**src/common/iep_pkg.sv**
```systemverilog
// Package for the interrupt enable and priority slice.
// Holds register offsets, write masks, reset values, field positions and carrier types.
// Assumes a 32-bit APB register bus with each 16-bit register in one aligned word.
package iep_pkg;

  // ----------------------------------------------------------------------
  // Register map (byte addresses)
  // ----------------------------------------------------------------------
  localparam logic [11:0] IEP_OFS_ENABLE_GROUP4 = 12'h000;
  localparam logic [11:0] IEP_OFS_PRIO_GROUP0   = 12'h004;
  localparam logic [11:0] IEP_OFS_PRIO_GROUP1   = 12'h008;
  localparam logic [11:0] IEP_OFS_PRIO_GROUP2   = 12'h00c;
  localparam logic [11:0] IEP_OFS_PRIO_GROUP3   = 12'h010;
  localparam logic [11:0] IEP_OFS_PRIO_GROUP4   = 12'h014;

  // ----------------------------------------------------------------------
  // Writable bits of each register; all other bits read as zero
  // ----------------------------------------------------------------------
  localparam logic [15:0] IEP_MASK_ENABLE_GROUP4 = 16'h000e;
  localparam logic [15:0] IEP_MASK_PRIO_GROUP0   = 16'h7777;
  localparam logic [15:0] IEP_MASK_PRIO_GROUP1   = 16'h7770;
  localparam logic [15:0] IEP_MASK_PRIO_GROUP2   = 16'h7777;
  localparam logic [15:0] IEP_MASK_PRIO_GROUP3   = 16'h0077;
  localparam logic [15:0] IEP_MASK_PRIO_GROUP4   = 16'h7777;

  // ----------------------------------------------------------------------
  // Reset values: enables clear, every priority field at level four
  // ----------------------------------------------------------------------
  localparam logic [15:0] IEP_RST_ENABLE_GROUP4 = 16'h0000;
  localparam logic [15:0] IEP_RST_PRIO_GROUP0   = 16'h4444;
  localparam logic [15:0] IEP_RST_PRIO_GROUP1   = 16'h4440;
  localparam logic [15:0] IEP_RST_PRIO_GROUP2   = 16'h4444;
  localparam logic [15:0] IEP_RST_PRIO_GROUP3   = 16'h0044;
  localparam logic [15:0] IEP_RST_PRIO_GROUP4   = 16'h4444;

  // ----------------------------------------------------------------------
  // Field positions
  // ----------------------------------------------------------------------
  localparam int IEP_POS_CHECKSUM_EN = 3;
  localparam int IEP_POS_SERIAL2_ERR = 2;
  localparam int IEP_POS_SERIAL1_ERR = 1;
  localparam int IEP_POS_FLD_HI      = 12;
  localparam int IEP_POS_FLD_MH      = 8;
  localparam int IEP_POS_FLD_ML      = 4;
  localparam int IEP_POS_FLD_LO      = 0;
  localparam logic [2:0] IEP_LEVEL_OFF = 3'h0;

  // ----------------------------------------------------------------------
  // Carrier types
  // ----------------------------------------------------------------------
  typedef logic [2:0] iep_level_t;

  // Priority levels handed to arbitration, one per source.
  typedef struct packed {
    iep_level_t timer_one_prio;
    iep_level_t compare_one_prio;
    iep_level_t capture_one_prio;
    iep_level_t ext_irq_zero_prio;
    iep_level_t timer_two_prio;
    iep_level_t compare_two_prio;
    iep_level_t capture_two_prio;
    iep_level_t serial1_receive_prio;
    iep_level_t sync_port1_event_prio;
    iep_level_t sync_port1_fault_prio;
    iep_level_t timer_three_prio;
    iep_level_t converter_done_prio;
    iep_level_t serial1_transmit_prio;
    iep_level_t pin_change_prio;
    iep_level_t comparator_prio;
    iep_level_t twowire1_master_prio;
    iep_level_t twowire1_slave_prio;
  } iep_prio_t;

  // One bit per prioritised source, same order as the priority struct.
  typedef struct packed {
    logic timer_one;
    logic compare_one;
    logic capture_one;
    logic ext_irq_zero;
    logic timer_two;
    logic compare_two;
    logic capture_two;
    logic serial1_receive;
    logic sync_port1_event;
    logic sync_port1_fault;
    logic timer_three;
    logic converter_done;
    logic serial1_transmit;
    logic pin_change;
    logic comparator;
    logic twowire1_master;
    logic twowire1_slave;
  } iep_src_t;

  // The three sources enabled by the group-four enable register.
  typedef struct packed {
    logic checksum_irq_en;
    logic serial2_error_irq_en;
    logic serial1_error_irq_en;
  } iep_en4_t;

endpackage

```
**src/core/iep_slice.sv**
```systemverilog
// Interrupt enable group four and priority groups zero to four, behind an APB slave.
// Assumes peripheral requests and foreign enables come from logic on pclk, so no
// synchroniser is placed on them; arbitration and vectoring sit outside this block.
//
// Notes on behaviour
// [RULE_01] Bit 3 of the group-four enable register enables the checksum generator request.
// [RULE_02] Bit 2 of the group-four enable register enables the second serial port error request.
// [RULE_03] Bit 1 of the group-four enable register enables the first serial port error request.
// [RULE_04] An enable bit at one passes its request to arbitration and at zero blocks it.
// [RULE_05] Unused bits of every register here ignore writes and read as zero.
// [RULE_06] A priority field of all ones gives its source level seven, the highest.
// [RULE_07] Priority values one to seven map straight to levels one to seven, one lowest.
// [RULE_08] A priority field of zero disables its source whatever its enable says.
// [RULE_09] After reset every implemented priority field reads as level four.
// [RULE_10] After reset the implemented group-four enable bits read as zero.
// [RULE_11] Priority group zero holds timer one, compare one, capture one, external zero.
// [RULE_12] Priority group one holds timer two, compare two, capture two; low nibble unused.
// [RULE_13] Priority group two holds serial one receive, port one event, fault, timer three.
// [RULE_14] Priority group three holds converter done and serial one transmit; 15-7 unused.
// [RULE_15] Priority group four holds pin change, comparator, two-wire master and slave.
// [RULE_16] Each source's enable and level go to arbitration; active needs both nonzero.
//
// Design decisions made here: the APB register port and the register addresses.

`timescale 1ns/1ps

module iep_slice (
  input  wire logic            pclk,            // APB clock, 40 MHz.
  input  wire logic            presetn,         // Asynchronous reset, active low.
  input  wire logic            psel,            // APB select.
  input  wire logic            penable,         // APB access phase.
  input  wire logic            pwrite,          // APB direction, high for write.
  input  wire logic [11:0]     paddr,           // APB byte address.
  input  wire logic [31:0]     pwdata,          // APB write data.
  input  wire logic [3:0]      pstrb,           // APB write byte strobes.
  output logic      [31:0]     prdata,          // APB read data, registered.
  output logic                 pready,          // APB ready, always high.
  output logic                 pslverr,         // APB error on unmapped address.
  input  wire logic [2:0]      en4_req,         // Raw requests of the group-four sources.
  output iep_pkg::iep_en4_t    en4_bits,        // Group-four enable bits to arbitration.
  output logic      [2:0]      en4_req_gated,   // Group-four requests after enables.
  input  wire iep_pkg::iep_src_t src_en,        // Enables of prioritised sources.
  input  wire iep_pkg::iep_src_t src_req,       // Raw requests of prioritised sources.
  output iep_pkg::iep_prio_t   src_prio,        // Priority levels to arbitration.
  output iep_pkg::iep_src_t    src_active       // Requests both enabled and level nonzero.
);

  // ----------------------------------------------------------------------
  // Helpers
  // ----------------------------------------------------------------------

  // Merge a 16-bit write under byte strobes and a writable mask.
  function automatic logic [15:0] merge(input logic [15:0] old_val,
      input logic [31:0] wdata,
      input logic [3:0]  strb,
      input logic [15:0] mask);
    logic [15:0] lanes;
    lanes = {{8{strb[1]}}, {8{strb[0]}}} & mask;
    merge = (old_val & ~lanes) | (wdata[15:0] & lanes);
  endfunction

  // Extract the 3-bit priority field at a nibble position.
  function automatic logic [2:0] fld(input logic [15:0] r, input int pos);
    fld = r[pos +: 3];
  endfunction

  // A request counts only when enabled and its level is not the off code.
  function automatic logic live(input logic req, input logic en, input logic [2:0] lvl);
    live = req & en & (lvl != iep_pkg::IEP_LEVEL_OFF);
  endfunction

  // ----------------------------------------------------------------------
  // APB decode
  // ----------------------------------------------------------------------
  logic        setup;
  logic        access;
  logic        mapped;
  logic [15:0] enable_group4;
  logic [15:0] prio_group0;
  logic [15:0] prio_group1;
  logic [15:0] prio_group2;
  logic [15:0] prio_group3;
  logic [15:0] prio_group4;
  logic [15:0] next_rdata;

  // Zero wait states: every access completes in its first access cycle.
  assign pready = 1'b1;
  assign setup  = psel & ~penable;
  assign access = psel & penable;

  // Address decode and read mux; reserved bits already hold zero.
  always_comb begin
    mapped     = 1'b1;
    next_rdata = 16'h0000;
    case (paddr)
      iep_pkg::IEP_OFS_ENABLE_GROUP4: next_rdata = enable_group4;
      iep_pkg::IEP_OFS_PRIO_GROUP0:   next_rdata = prio_group0;
      iep_pkg::IEP_OFS_PRIO_GROUP1:   next_rdata = prio_group1;
      iep_pkg::IEP_OFS_PRIO_GROUP2:   next_rdata = prio_group2;
      iep_pkg::IEP_OFS_PRIO_GROUP3:   next_rdata = prio_group3;
      iep_pkg::IEP_OFS_PRIO_GROUP4:   next_rdata = prio_group4;
      default:                        mapped = 1'b0;
    endcase
  end

  // Error answer only in the access phase, so it never leaks into idle cycles.
  assign pslverr = access & ~mapped;

  // Read data is captured in the setup cycle so it comes from a flip-flop.
  always_ff @(posedge pclk or negedge presetn) begin
    if (!presetn) begin
      prdata <= 32'h0000_0000;
    end else if (setup && !pwrite) begin
      prdata <= {16'h0000, next_rdata};
    end
  end

  // ----------------------------------------------------------------------
  // Enable register, group four
  // ----------------------------------------------------------------------
  logic wr_hit;
  assign wr_hit = access & pwrite & pready;

  // Only bits 3 to 1 are writable; the mask keeps the rest at zero.
  always_ff @(posedge pclk or negedge presetn) begin
    if (!presetn) begin
      enable_group4 <= iep_pkg::IEP_RST_ENABLE_GROUP4; // RULE_10
    end else if (wr_hit && paddr == iep_pkg::IEP_OFS_ENABLE_GROUP4) begin
      enable_group4 <= merge(enable_group4, pwdata, pstrb,
                             iep_pkg::IEP_MASK_ENABLE_GROUP4); // RULE_05
    end
  end

  // ----------------------------------------------------------------------
  // Priority registers
  // ----------------------------------------------------------------------

  // Group zero: timer one, compare one, capture one, external interrupt zero.
  always_ff @(posedge pclk or negedge presetn) begin
    if (!presetn) begin
      prio_group0 <= iep_pkg::IEP_RST_PRIO_GROUP0; // RULE_09
    end else if (wr_hit && paddr == iep_pkg::IEP_OFS_PRIO_GROUP0) begin
      prio_group0 <= merge(prio_group0, pwdata, pstrb, iep_pkg::IEP_MASK_PRIO_GROUP0); // RULE_11
    end
  end

  // Group one: the low nibble is unused and stays zero.
  always_ff @(posedge pclk or negedge presetn) begin
    if (!presetn) begin
      prio_group1 <= iep_pkg::IEP_RST_PRIO_GROUP1; // RULE_09
    end else if (wr_hit && paddr == iep_pkg::IEP_OFS_PRIO_GROUP1) begin
      prio_group1 <= merge(prio_group1, pwdata, pstrb, iep_pkg::IEP_MASK_PRIO_GROUP1); // RULE_12
    end
  end

  // Group two: serial one receive, port one event and fault, timer three.
  always_ff @(posedge pclk or negedge presetn) begin
    if (!presetn) begin
      prio_group2 <= iep_pkg::IEP_RST_PRIO_GROUP2; // RULE_09
    end else if (wr_hit && paddr == iep_pkg::IEP_OFS_PRIO_GROUP2) begin
      prio_group2 <= merge(prio_group2, pwdata, pstrb, iep_pkg::IEP_MASK_PRIO_GROUP2); // RULE_13
    end
  end

  // Group three: only the low byte carries fields.
  always_ff @(posedge pclk or negedge presetn) begin
    if (!presetn) begin
      prio_group3 <= iep_pkg::IEP_RST_PRIO_GROUP3; // RULE_09
    end else if (wr_hit && paddr == iep_pkg::IEP_OFS_PRIO_GROUP3) begin
      prio_group3 <= merge(prio_group3, pwdata, pstrb, iep_pkg::IEP_MASK_PRIO_GROUP3); // RULE_14
    end
  end

  // Group four: pin change, comparator, two-wire master and slave.
  always_ff @(posedge pclk or negedge presetn) begin
    if (!presetn) begin
      prio_group4 <= iep_pkg::IEP_RST_PRIO_GROUP4; // RULE_09
    end else if (wr_hit && paddr == iep_pkg::IEP_OFS_PRIO_GROUP4) begin
      prio_group4 <= merge(prio_group4, pwdata, pstrb, iep_pkg::IEP_MASK_PRIO_GROUP4); // RULE_15
    end
  end

  // ----------------------------------------------------------------------
  // Hand-off to arbitration
  // ----------------------------------------------------------------------
  iep_pkg::iep_prio_t prio_now;

  // Levels are the raw field values: one lowest, seven highest, zero off.
  always_comb begin
    prio_now.timer_one_prio        = fld(prio_group0, iep_pkg::IEP_POS_FLD_HI); // RULE_06
    prio_now.compare_one_prio      = fld(prio_group0, iep_pkg::IEP_POS_FLD_MH); // RULE_07
    prio_now.capture_one_prio      = fld(prio_group0, iep_pkg::IEP_POS_FLD_ML);
    prio_now.ext_irq_zero_prio     = fld(prio_group0, iep_pkg::IEP_POS_FLD_LO);
    prio_now.timer_two_prio        = fld(prio_group1, iep_pkg::IEP_POS_FLD_HI);
    prio_now.compare_two_prio      = fld(prio_group1, iep_pkg::IEP_POS_FLD_MH);
    prio_now.capture_two_prio      = fld(prio_group1, iep_pkg::IEP_POS_FLD_ML);
    prio_now.serial1_receive_prio  = fld(prio_group2, iep_pkg::IEP_POS_FLD_HI);
    prio_now.sync_port1_event_prio = fld(prio_group2, iep_pkg::IEP_POS_FLD_MH);
    prio_now.sync_port1_fault_prio = fld(prio_group2, iep_pkg::IEP_POS_FLD_ML);
    prio_now.timer_three_prio      = fld(prio_group2, iep_pkg::IEP_POS_FLD_LO);
    prio_now.converter_done_prio   = fld(prio_group3, iep_pkg::IEP_POS_FLD_ML);
    prio_now.serial1_transmit_prio = fld(prio_group3, iep_pkg::IEP_POS_FLD_LO);
    prio_now.pin_change_prio       = fld(prio_group4, iep_pkg::IEP_POS_FLD_HI);
    prio_now.comparator_prio       = fld(prio_group4, iep_pkg::IEP_POS_FLD_MH);
    prio_now.twowire1_master_prio  = fld(prio_group4, iep_pkg::IEP_POS_FLD_ML);
    prio_now.twowire1_slave_prio   = fld(prio_group4, iep_pkg::IEP_POS_FLD_LO);
  end

  // Levels and enables are registered: one cycle of latency buys clean outputs.
  always_ff @(posedge pclk or negedge presetn) begin
    if (!presetn) begin
      src_prio <= '0;
      en4_bits <= '0;
    end else begin
      src_prio                      <= prio_now; // RULE_16
      en4_bits.checksum_irq_en      <= enable_group4[iep_pkg::IEP_POS_CHECKSUM_EN]; // RULE_01
      en4_bits.serial2_error_irq_en <= enable_group4[iep_pkg::IEP_POS_SERIAL2_ERR]; // RULE_02
      en4_bits.serial1_error_irq_en <= enable_group4[iep_pkg::IEP_POS_SERIAL1_ERR]; // RULE_03
    end
  end

  // Group-four requests pass only while their enable bit is set.
  always_ff @(posedge pclk or negedge presetn) begin
    if (!presetn) begin
      en4_req_gated <= 3'h0;
    end else begin
      en4_req_gated <= en4_req & enable_group4[3:1]; // RULE_04
    end
  end

  // A zero level blocks the source even when enabled.
  always_ff @(posedge pclk or negedge presetn) begin
    if (!presetn) begin
      src_active <= '0;
    end else begin
      src_active.timer_one        <= live(src_req.timer_one, src_en.timer_one,
        prio_now.timer_one_prio); // RULE_08
      src_active.compare_one      <= live(src_req.compare_one, src_en.compare_one,
        prio_now.compare_one_prio);
      src_active.capture_one      <= live(src_req.capture_one, src_en.capture_one,
        prio_now.capture_one_prio);
      src_active.ext_irq_zero     <= live(src_req.ext_irq_zero, src_en.ext_irq_zero,
        prio_now.ext_irq_zero_prio);
      src_active.timer_two        <= live(src_req.timer_two, src_en.timer_two,
        prio_now.timer_two_prio);
      src_active.compare_two      <= live(src_req.compare_two, src_en.compare_two,
        prio_now.compare_two_prio);
      src_active.capture_two      <= live(src_req.capture_two, src_en.capture_two,
        prio_now.capture_two_prio);
      src_active.serial1_receive  <= live(src_req.serial1_receive, src_en.serial1_receive,
        prio_now.serial1_receive_prio);
      src_active.sync_port1_event <= live(src_req.sync_port1_event, src_en.sync_port1_event,
        prio_now.sync_port1_event_prio);
      src_active.sync_port1_fault <= live(src_req.sync_port1_fault, src_en.sync_port1_fault,
        prio_now.sync_port1_fault_prio);
      src_active.timer_three      <= live(src_req.timer_three, src_en.timer_three,
        prio_now.timer_three_prio);
      src_active.converter_done   <= live(src_req.converter_done, src_en.converter_done,
        prio_now.converter_done_prio);
      src_active.serial1_transmit <= live(src_req.serial1_transmit, src_en.serial1_transmit,
        prio_now.serial1_transmit_prio);
      src_active.pin_change       <= live(src_req.pin_change, src_en.pin_change,
        prio_now.pin_change_prio);
      src_active.comparator       <= live(src_req.comparator, src_en.comparator,
        prio_now.comparator_prio);
      src_active.twowire1_master  <= live(src_req.twowire1_master, src_en.twowire1_master,
        prio_now.twowire1_master_prio);
      src_active.twowire1_slave   <= live(src_req.twowire1_slave, src_en.twowire1_slave,
        prio_now.twowire1_slave_prio);
    end
  end

endmodule // iep_slice

```
**config.mk**
```make
export PLATFORM = sky130hd
export DESIGN_NAME = iep_slice
export DESIGN_NICKNAME = d
export VERILOG_FILES = /design/src/common/iep_pkg.sv /design/src/core/iep_slice.sv
export SDC_FILE = /design/constraint.sdc
export NUM_CORES = 1
export LEC_CHECK = 0
export BUFFER_PORTS_ARGS = -buffer_cell sky130_fd_sc_hd__buf_2
export CORE_MARGIN = 2
export CORE_UTILIZATION = 45
export CTS_CLUSTER_DIAMETER = 30
export DETAILED_ROUTE_END_ITERATION = 12
export PLACE_DENSITY = 0.76
export SLEW_MARGIN = 10
export SYNTH_ARGS = -nofsm -noshare
export SYNTH_HDL_FRONTEND = slang
export SYNTH_SLANG_ARGS = --single-unit
```
**constraint.sdc**
```tcl
create_clock -name pclk -period 2.76 [get_ports pclk]
set_input_delay 0 -clock pclk [delete_from_list [all_inputs] [get_ports pclk]]
set_output_delay 0 -clock pclk [all_outputs]
set_load 0.1 [all_outputs]
```
==> results of run 1 <==
## worst max-delay path: cells and delay by family
kind          cells  cell delay [ns]
buf+inv           2             0.66
mux               1             0.41
simple gates      3             1.05
## worst min-delay path by stage
stage	start	to	slack [ns]	cells past startpoint
2_1_floorplan	presetn	asynchronous set/reset pin	-0.30	0
3_3_place_gp	presetn	src_prio[6]$_DFF_PN0_	0.18	1
3_5_place_dp	presetn	src_prio[24]$_DFF_PN0_	0.20	1
4_1_cts	pwrite	prdata[3]$_DFFE_PN0P_	0.02	5
5_1_grt	pwrite	prdata[3]$_DFFE_PN0P_	0.08	5
6_report	pwrite	prdata[3]$_DFFE_PN0P_	0.04	5
## area by class of cell
cell class | instances | area share [%]
clock buffers | 22 | 6.45
multi-input cells | 200 | 22.4
well taps | 143 | 2.43
clock inverters | 10 | 2.19
repair buffers | 213 | 18.3
flip-flops and latches | 141 | 48.3
## per-layer routing
metal	vias to the layer above	wire length [um]	GRT usage, %
li1	1713	-	-
met5	-	0	0
met4	0	318	10.2
met1	1885	5240	25.5
met2	151	6590	35.0
met3	29	786	5.89
## power groups by stage
stage | clock network, W | logic, W | registers (W)
final | 0.00240 | 0.000328 | 0.00207
after global routing | 0.00254 | 0.000351 | 0.00207
after CTS | 0.00244 | 0.000330 | 0.00207
after detailed placement | 0 | 0.000291 | 0.00211
after global placement | 0 | 0.000285 | 0.00211
after floorplan | 0 | 0.000188 | 0.00211
## metrics by stage
stage | hold slack (ns) | utilization (%)
2_1_floorplan | -0.296 | -
3_3_place_gp | 0.182 | 54.1
3_5_place_dp | 0.204 | 54.1
4_1_cts | 0.0189 | 64.1
5_1_grt | 0.0770 | 64.1
6_report | 0.0351 | 64.1
## cells in the final DEF, fill, tap and decap left out, types with 2 or more instances in the layout
master	instances
a221o_1	3
a22o_1	9
a22oi_1	7
a32o_1	3
and2_1	4
and3_1	5
buf_2	155
buf_4	5
bufinv_16	4
clkbuf_1	2
clkbuf_16	17
clkbuf_8	3
clkinv_2	2
clkinvlp_4	3
conb_1	20
dfrtp_1	124
dfstp_2	17
dlygate4sd3_1	52
mux2_2	63
mux2i_1	5
nand2_1	16
nand3_1	6
nand4_1	2
nand4b_1	2
nor2_1	5
nor2b_1	4
nor3_1	2
nor4_1	2
nor4_4	2
o211ai_1	3
o21ai_0	7
o311a_1	17
or3_1	2
## cells by family after synthesis
family | after synthesis | synth area share (%)
compound gates | 53 | 8.36
simple gates | 59 | 6.88
other cells | 2 | 0.141
flops | 141 | 66.6
mux | 68 | 14.3
buf+inv | 33 | 3.76
## Yosys cell counts (all sizes together)
| master | count |
|---|---|
| a21oi | 1 |
| a221o | 3 |
| a22o | 9 |
| a22oi | 7 |
| a31oi | 1 |
| a32o | 3 |
| a32oi | 1 |
| and2 | 4 |
| and3 | 5 |
| and3b | 1 |
| and4 | 1 |
| buf | 24 |
| clkbuf | 9 |
| conb | 2 |
| dfrtp | 124 |
| dfstp | 17 |
| mux2 | 63 |
| mux2i | 5 |
| nand2 | 16 |
| nand2b | 1 |
| nand3 | 6 |
| nand4 | 2 |
| nand4b | 2 |
| nor2 | 5 |
| nor2b | 4 |
| nor3 | 3 |
| nor4 | 4 |
| o211ai | 3 |
| o21ai | 7 |
| o22ai | 1 |
| o311a | 17 |
| or2 | 1 |
| or3 | 3 |
| or4 | 1 |
## repair_timing
action	in CTS	in global routing
endpoints found under the hold margin	169	0
resized for setup	0	0
hold buffers	52	0
==> metrics.csv, run 1 <==
metric,value,unit
crit_chain,dlygate4sd3_1 > buf_2 > nand3_1 > or3_1 > nor4_4 > mux2_2,
setup_viol,0,
postLayoutCellArea,0.00736,sq mm
cts_root_buf,clkbuf_16,
gr-usage-all-layers,21.1,%
ir_drop,0.486,mV
setup_ws,0.936,ns
worstPathRequired,3.06,ns
ys_types,39,
syn2layout_area_growth,38.0,%
grt_overflow,0,
cp_max_fo,6,
start_kind,input pin,
clock_power_share,50.0,%
critical_path_class,input pin to register,
max_cap_violations,0,
die-height,113,um
drt_wl_total,12900,um
dp_cells,645,
cts_buffers,17,
power,0.00480,W
min_path_type,input pin to register,
fp.dieW,113,um
seq_power_share,43.1,%
synth_top_area_cell,dfrtp_1,
vias,3778,
critPathCaptureType,register,
num-fill-cells,864,
clock-sinks,141,
p_sw_share,22.2,%
clk-insertion-delay-late,0.41,ns
switching_power,0.00107,W
comb_power_share,6.8,%
nets,663,
core,0.0115,sq mm
worstReg2RegEnd,src_active[12]$_DFF_PN0_,
die_area,0.0127,sq mm
htreeDepth,4,
placement_rows,39,
status,completed,
dpl_cell_area,0.00620,sq mm
final_antenna_net_count,0,
synth_top_area_share,58.2,%
maxSlewViolCount,0,
worst_r2r_path_depth,2,
clkTransAtPathRegs,0.06,ns
wl_per_cell,17.7,um
final.setup_skew,0.00529,ns
arrival,2.12,ns
dp_slack,0.811,ns
drt_iter0_drc,181,
syn_area,0.00533,sq mm
drive_gt1_share,47.3,%
cpPeakStageDelay,0.53,ns
portBuffers,156,
synth_warnings,0,
grt_pass1_wl,20300,um
viasPerCell,5.18,
antenna_found_initial,0,
worstMarginPinSlew,0.972,ns
powerDensity,653,mW/mm^2
antenna_cells,0,
place.gp.congestion,0.834,
r2r_setup_slack,1.30,ns
hold_violations,0,
leakage,4.11,nW
syn_area_per_cell,15.0,sq um
start_util,46.5,%
rsz0062_at_grt,no,
grt_pass1_vias,3965,
yosys-top-cells-area,"dfrtp_1, mux2_2, dfstp_2",
max_slew_margin,35.2,%
max_freq,548,MHz
final.setup.tns,0,ns
finalCriticalPeriod,1.82,ns
cts_tree,done,
ys_seq_elements,141,
critical_path.startpoint,psel,
min_period_over_period,66.1,%
grt_max_degree,112,
clock_path_buffers,2,
post_cts_buffers,0,
drc,0,
fin_cells,729,
synth_cells,356,
dp_hpwl,8820,um
ys_seq_area_share,66.6,%
io_pins,198,
seq_area,0.00355,sq mm
multiInputGateArea,0.00165,sq mm
slowest_stage,dlygate4sd3_1,
dr.pass1.iters,4,
p_int,0.00374,W
Power figures use the tool's default switching activity.
==> inputs of run 2 (changes only) <==
==> constraint.sdc (replaced) <==
create_clock -name pclk -period 1.9 [get_ports pclk]
set_input_delay 0 -clock pclk [delete_from_list [all_inputs] [get_ports pclk]]
set_output_delay 0 -clock pclk [all_outputs]
set_load 0.1 [all_outputs]
==> metrics.csv, run 2 (synthesis results as in run 1) <==
metric,value,unit,change
final_common_cell,buf_2,,unchanged
clock_path_buffers,2,,unchanged
viasPerCell,5.21,,was 5.18
cp-endpoint,src_active[15]$_DFF_PN0_,,
ir_drop,0.617,mV,was 0.486 mV
cts_root_buf,clkbuf_16,,unchanged
gr-usage-all-layers,21.6,%,was 21.1%
setup_ws,0.432,ns,was 0.936 ns
drive_gt1_share,48.5,%,was 47.3%
p_int,0.00527,W,was 0.00374 W
maxSlewViolCount,0,,unchanged
place.gp.congestion,0.828,,was 0.834
cts_tree,done,,unchanged
rsz0062_at_grt,no,,unchanged
portBuffers,156,,unchanged
placement_rows,39,,unchanged
critical_path_class,register to register,,was input pin to register
grt_pass1_vias,4193,,was 3965
fin_cells,739,,was 729
clock-sinks,141,,unchanged
die-height,113,um,unchanged
clock_power_share,48.6,%,was 50.0%
powerDensity,919,mW/mm^2,was 653 mW/mm^2
wl_per_cell,18.1,um,was 17.7 um
antenna_cells,0,,unchanged
cts_buffers,17,,unchanged
start_util,46.5,%,unchanged
worst_r2r_path_depth,2,,unchanged
dp_slack,0.0789,ns,was 0.811 ns
min_path_type,input pin to register,,unchanged
arrival,1.76,ns,was 2.12 ns
critPathCaptureType,register,,unchanged
comb_power_share,7.3,%,was 6.8%
grt_max_degree,52,,was 112
r2r_setup_slack,0.43,ns,was 1.30 ns
post_cts_buffers,0,,unchanged
final.setup_skew,0.00629,ns,was 0.00529 ns
dpl_cell_area,0.00631,sq mm,was 0.00620 sq mm
worstPathRequired,2.19,ns,was 3.06 ns
power,0.00682,W,was 0.00480 W
drt_wl_total,13400,um,was 12900 um
cp_max_fo,4,,was 6
dr.pass1.iters,4,,unchanged
dp_hpwl,9330,um,was 8820 um
finalCriticalPeriod,1.47,ns,
io_pins,198,,unchanged
fp.dieW,113,um,unchanged
core,0.0115,sq mm,unchanged
switching_power,0.00155,W,was 0.00107 W
max_freq,681,MHz,
min_period_over_period,77.3,%,
postLayoutCellArea,0.00742,sq mm,was 0.00736 sq mm
worstReg2RegEnd,src_active[15]$_DFF_PN0_,,was src_active[12]$_DFF_PN0_
grt_overflow,0,,unchanged
die_area,0.0127,sq mm,unchanged
status,completed,,unchanged
leakage,4.17,nW,was 4.11 nW
dp_cells,656,,was 645
max_cap_violations,0,,unchanged
syn2layout_area_growth,39.3,%,was 38.0%
p_sw_share,22.7,%,was 22.2%
nets,673,,was 663
antenna_found_initial,0,,unchanged
clk-insertion-delay-late,0.41,ns,about the same
grt_pass1_wl,20900,um,was 20300 um
htreeDepth,4,,unchanged
worstMarginPinSlew,0.636,ns,was 0.972 ns
final_antenna_net_count,0,,unchanged
vias,3853,,was 3778
seq_power_share,44.1,%,was 43.1%
max_slew_margin,57.5,%,was 35.2%
drt_iter0_drc,226,,was 181
hold_violations,0,,unchanged
final.setup.tns,0,ns,unchanged
setup_viol,0,,unchanged
drc,0,,unchanged
mostFrequentLayoutCells,"buf_2, dfrtp_1, mux2_2",,unchanged
start_kind,register,,was input pin
clkTransAtPathRegs,0.06,ns,about the same
==> run 2: how the worst min path moves through the flow <==
stage	from	end	cells past startpoint	slack [ns]
after floorplan	presetn	asynchronous set/reset pin	0	-0.30
after global placement	presetn	src_active[2]$_DFF_PN0_	1	-0.08
after detailed placement	presetn	src_active[2]$_DFF_PN0_	1	-0.07
after CTS	psel	prdata[3]$_DFFE_PN0P_	4	0.02
after global routing	psel	prdata[3]$_DFFE_PN0P_	4	0.06
final	psel	prdata[3]$_DFFE_PN0P_	4	0.03
==> run 2: cell type report <==
class	count	area, sq um
Clock buffer	21	460
Clock inverter	11	140
Fill cell	865	4040
Multi-Input combinational cell	200	1650
Tap cell	143	179
Timing Repair Buffer	223	1440
Sequential cell	141	3550
==> run 2: power by group through the flow <==
stage / Sequential [W] / Clock [W] / Combinational, W
CTS: 0.00301 / 0.00337 / 0.000496
detailed placement: 0.00306 / 0 / 0.000441
finish: 0.00301 / 0.00332 / 0.000495
floorplan: 0.00307 / 0 / 0.000274
global placement: 0.00306 / 0 / 0.000432
global route: 0.00301 / 0.00354 / 0.000527
==> run 2: worst max-delay path, stage by stage (launching register included) <==
cell,delay (ns)
dfrtp_1,0.43
o311a_1,0.36
dlygate4sd3_1,0.56
==> run 2: layer usage <==
metal	routed length (um)	GRT usage (%)	vias to the layer above
met5	0	0	-
met3	826	6.43	30
li1	-	-	1734
met4	319	10.0	0
met2	6860	36.2	152
met1	5350	25.7	1937
==> run 2: timing repair <==
item | in CTS | in global routing
endpoints found under the hold margin | 198 | 0
resized for setup | 0 | 0
hold buffers | 51 | 0
==> run 2: through the flow <==
| step | hold slack (ns) | utilization [%] |
|---|---|---|
| finish | 0.0319 | 64.7 |
| global route | 0.0564 | 64.7 |
| floorplan | -0.296 | - |
| CTS | 0.0194 | 64.7 |
| global placement | -0.0782 | 55.1 |
| detailed placement | -0.0720 | 55.1 |
==> inputs of run 3 (changes only) <==
--- a/config.mk
+++ b/config.mk
@@ -5,12 +5,13 @@
 export SDC_FILE = /design/constraint.sdc
 export NUM_CORES = 1
 export LEC_CHECK = 0
+export ABC_AREA = 1
 export BUFFER_PORTS_ARGS = -buffer_cell sky130_fd_sc_hd__buf_2
 export CORE_MARGIN = 2
 export CORE_UTILIZATION = 45
 export CTS_CLUSTER_DIAMETER = 30
 export DETAILED_ROUTE_END_ITERATION = 12
-export PLACE_DENSITY = 0.76
+export PLACE_DENSITY = 0.75
 export SLEW_MARGIN = 10
 export SYNTH_ARGS = -nofsm -noshare
 export SYNTH_HDL_FRONTEND = slang
==> constraint.sdc (replaced) <==
create_clock -name pclk -period 1.49 [get_ports pclk]
set_input_delay 0 -clock pclk [delete_from_list [all_inputs] [get_ports pclk]]
set_output_delay 0 -clock pclk [all_outputs]
set_load 0.1 [all_outputs]
==> metrics.csv, run 3 <==
metric,value,unit,change
gr-usage-all-layers,21.4,%,was 21.6%
postLayoutCellArea,0.00758,sq mm,was 0.00742 sq mm
ys_seq_area_share,64.1,%,was 66.6%
synth_cells,516,,was 356
ys_types,27,,was 39
max_freq,678,MHz,was 681 MHz
vias,4351,,was 3853
final_antenna_net_count,0,,unchanged
max_cap_violations,0,,unchanged
dpl_cell_area,0.00643,sq mm,was 0.00631 sq mm
yosys-top-cells-count,"dfrtp_1, nand2_1, nand3_1",,"was dfrtp_1, mux2_2, buf_4"
io_pins,198,,unchanged
cts_root_buf,clkbuf_16,,unchanged
syn_area_per_cell,10.7,sq um,was 15.0 sq um
start_util,46.1,%,was 46.5%
final_common_cell,buf_2,,unchanged
setup_viol,0,,unchanged
clock_path_buffers,2,,unchanged
htreeDepth,4,,unchanged
arrival,1.77,ns,was 1.76 ns
dr.pass1.iters,4,,unchanged
critPathCaptureType,register,,unchanged
grt_pass1_vias,4303,,was 4193
worstMarginPinSlew,0.508,ns,was 0.636 ns
powerDensity,1180,mW/mm^2,was 919 mW/mm^2
max_slew_margin,66.1,%,was 57.5%
drc,0,,unchanged
leakage,4.19,nW,was 4.17 nW
final.setup_skew,0.00708,ns,was 0.00629 ns
synth_warnings,0,,unchanged
hold_violations,0,,unchanged
grt_pass1_wl,21200,um,was 20900 um
grt_overflow,0,,unchanged
start_kind,register,,unchanged
ir_drop,0.870,mV,was 0.617 mV
yosysMostFrequentCell,dfrtp_1,,unchanged
final.setup.tns,0,ns,unchanged
clk-insertion-delay-late,0.42,ns,was 0.41 ns
placement_rows,40,,was 39
portBuffers,156,,unchanged
drive_gt1_share,34.4,%,was 48.5%
finalCriticalPeriod,1.48,ns,was 1.47 ns
place.gp.congestion,0.805,,was 0.828
syn_area,0.00553,sq mm,was 0.00533 sq mm
hold_path_depth,6,,was 4
die-height,115,um,was 113 um
yosys-top-cells-area,"dfrtp_1, dfstp_2, nand2_1",,"was dfrtp_1, mux2_2, dfstp_2"
ys_dominant_reg_cell,dfrtp_1,,unchanged
cts_resized,0,,unchanged
post-route-util,63.1,%,was 64.7%
nets,824,,was 673
drt_wl_total,13600,um,was 13400 um
drt_iter0_drc,223,,was 226
critical_path_class,register to register,,unchanged
grt_max_degree,45,,was 52
worst_r2r_path_depth,2,,unchanged
fp.dieW,115,um,was 113 um
worstPathRequired,1.79,ns,was 2.19 ns
slowest_stage,dlygate4sd3_1,,unchanged
cts_tree,done,,unchanged
antenna_found_initial,0,,unchanged
cpPeakStageDelay,0.56,ns,about the same
maxSlewViolCount,0,,unchanged
min_period_over_period,99.1,%,was 77.3%
rsz0062_at_grt,no,,unchanged
die_area,0.0132,sq mm,was 0.0127 sq mm
min_path_type,input pin to register,,unchanged
clock-sinks,141,,unchanged
async_flop_share,100,%,unchanged
synth-edff-count,0,,unchanged
cts_buffers,17,,unchanged
syn2layout_area_growth,36.9,%,was 39.3%
hold_ws,0.0399,ns,was 0.0319 ns
crit_chain,o311a_1 > dlygate4sd3_1,,unchanged
viasPerCell,4.87,,was 5.21
synth_top_area_cell,dfrtp_1,,unchanged
ys_seq_elements,141,,unchanged
clkTransAtPathRegs,0.06,ns,about the same
mostFrequentLayoutCells,"buf_2, dfrtp_1, nand2_1",,"was buf_2, dfrtp_1, mux2_2"
power,0.00897,W,was 0.00682 W
wl_per_cell,15.2,um,was 18.1 um
dp_hpwl,9750,um,was 9330 um
cp_max_fo,4,,unchanged
antenna_cells,0,,unchanged
core,0.0120,sq mm,was 0.0115 sq mm
status,completed,,unchanged
synth_top_area_share,56.1,%,was 58.2%
run 3: power breakdown:
part / switching [W] / internal [W]
clock network: 0.00161 / 0.00284
logic: 0.000500 / 0.000178
registers: 0.00000324 / 0.00384
total: 0.00211 / 0.00686
run 3: worst paths after layout:
check                                                   to      from  slack, ns
max in group asynchronous       asynchronous set/reset pin   presetn       0.80
worst max-delay path               src_active[2]$_DFF_PN0_  register       0.01
worst min-delay path                              register  paddr[1]       0.04
min in group asynchronous           src_prio[37]$_DFF_PN0_   presetn       0.08
worst min register to register      src_prio[39]$_DFF_PN0_  register       0.37
worst max register to register     src_active[2]$_DFF_PN0_  register       0.01
run 3: final cells by class:
class | count | area, sq um
fill | 996 | 4430
sequential | 141 | 3550
timing repair buffer | 218 | 1420
tap | 147 | 184
inverter | 42 | 158
multi-input combinational | 314 | 1630
clock buffer | 18 | 439
clock inverter | 14 | 193
run 3: per-layer routing:
metal	global-route usage [%]	share of wire [%]	up-vias
li1	-	-	2095
met1	24.8	40	2086
met2	37.1	51	147
met3	6.06	6.1	23
met4	9.56	2.5	0
met5	0	0	-
run 3: repair_timing:
action	4_1_cts	5_1_grt
hold buffers	51	0
endpoints found under the setup margin	0	2
endpoints found under the hold margin	196	0
buffers inserted	0	1
run 3: cell families after synthesis:
kind of cell | count (synthesis) | share of synthesized area (%)
AOI/OAI and AO/OA | 84 | 10.6
DFF | 141 | 64.1
other | 2 | 0.136
buffers and inverters | 79 | 7.75
and+or+nand+nor | 210 | 17.3
run 3: critical path: cells and delay by family, from the launching register on:
kind / cells / cell delay [ns]
flip-flops: 1 / 0.44
buffers and inverters: 1 / 0.56
AO/OA/AOI/OAI: 1 / 0.36
run 3: through the flow:
step | std cells | worst slack [ns]
floorplan | 534 | 0.0865
global placement | 810 | 0.146
detailed placement | 810 | 0.102
CTS | 893 | 0.0295
global route | 894 | 0.0000917
finish | 894 | 0.0140
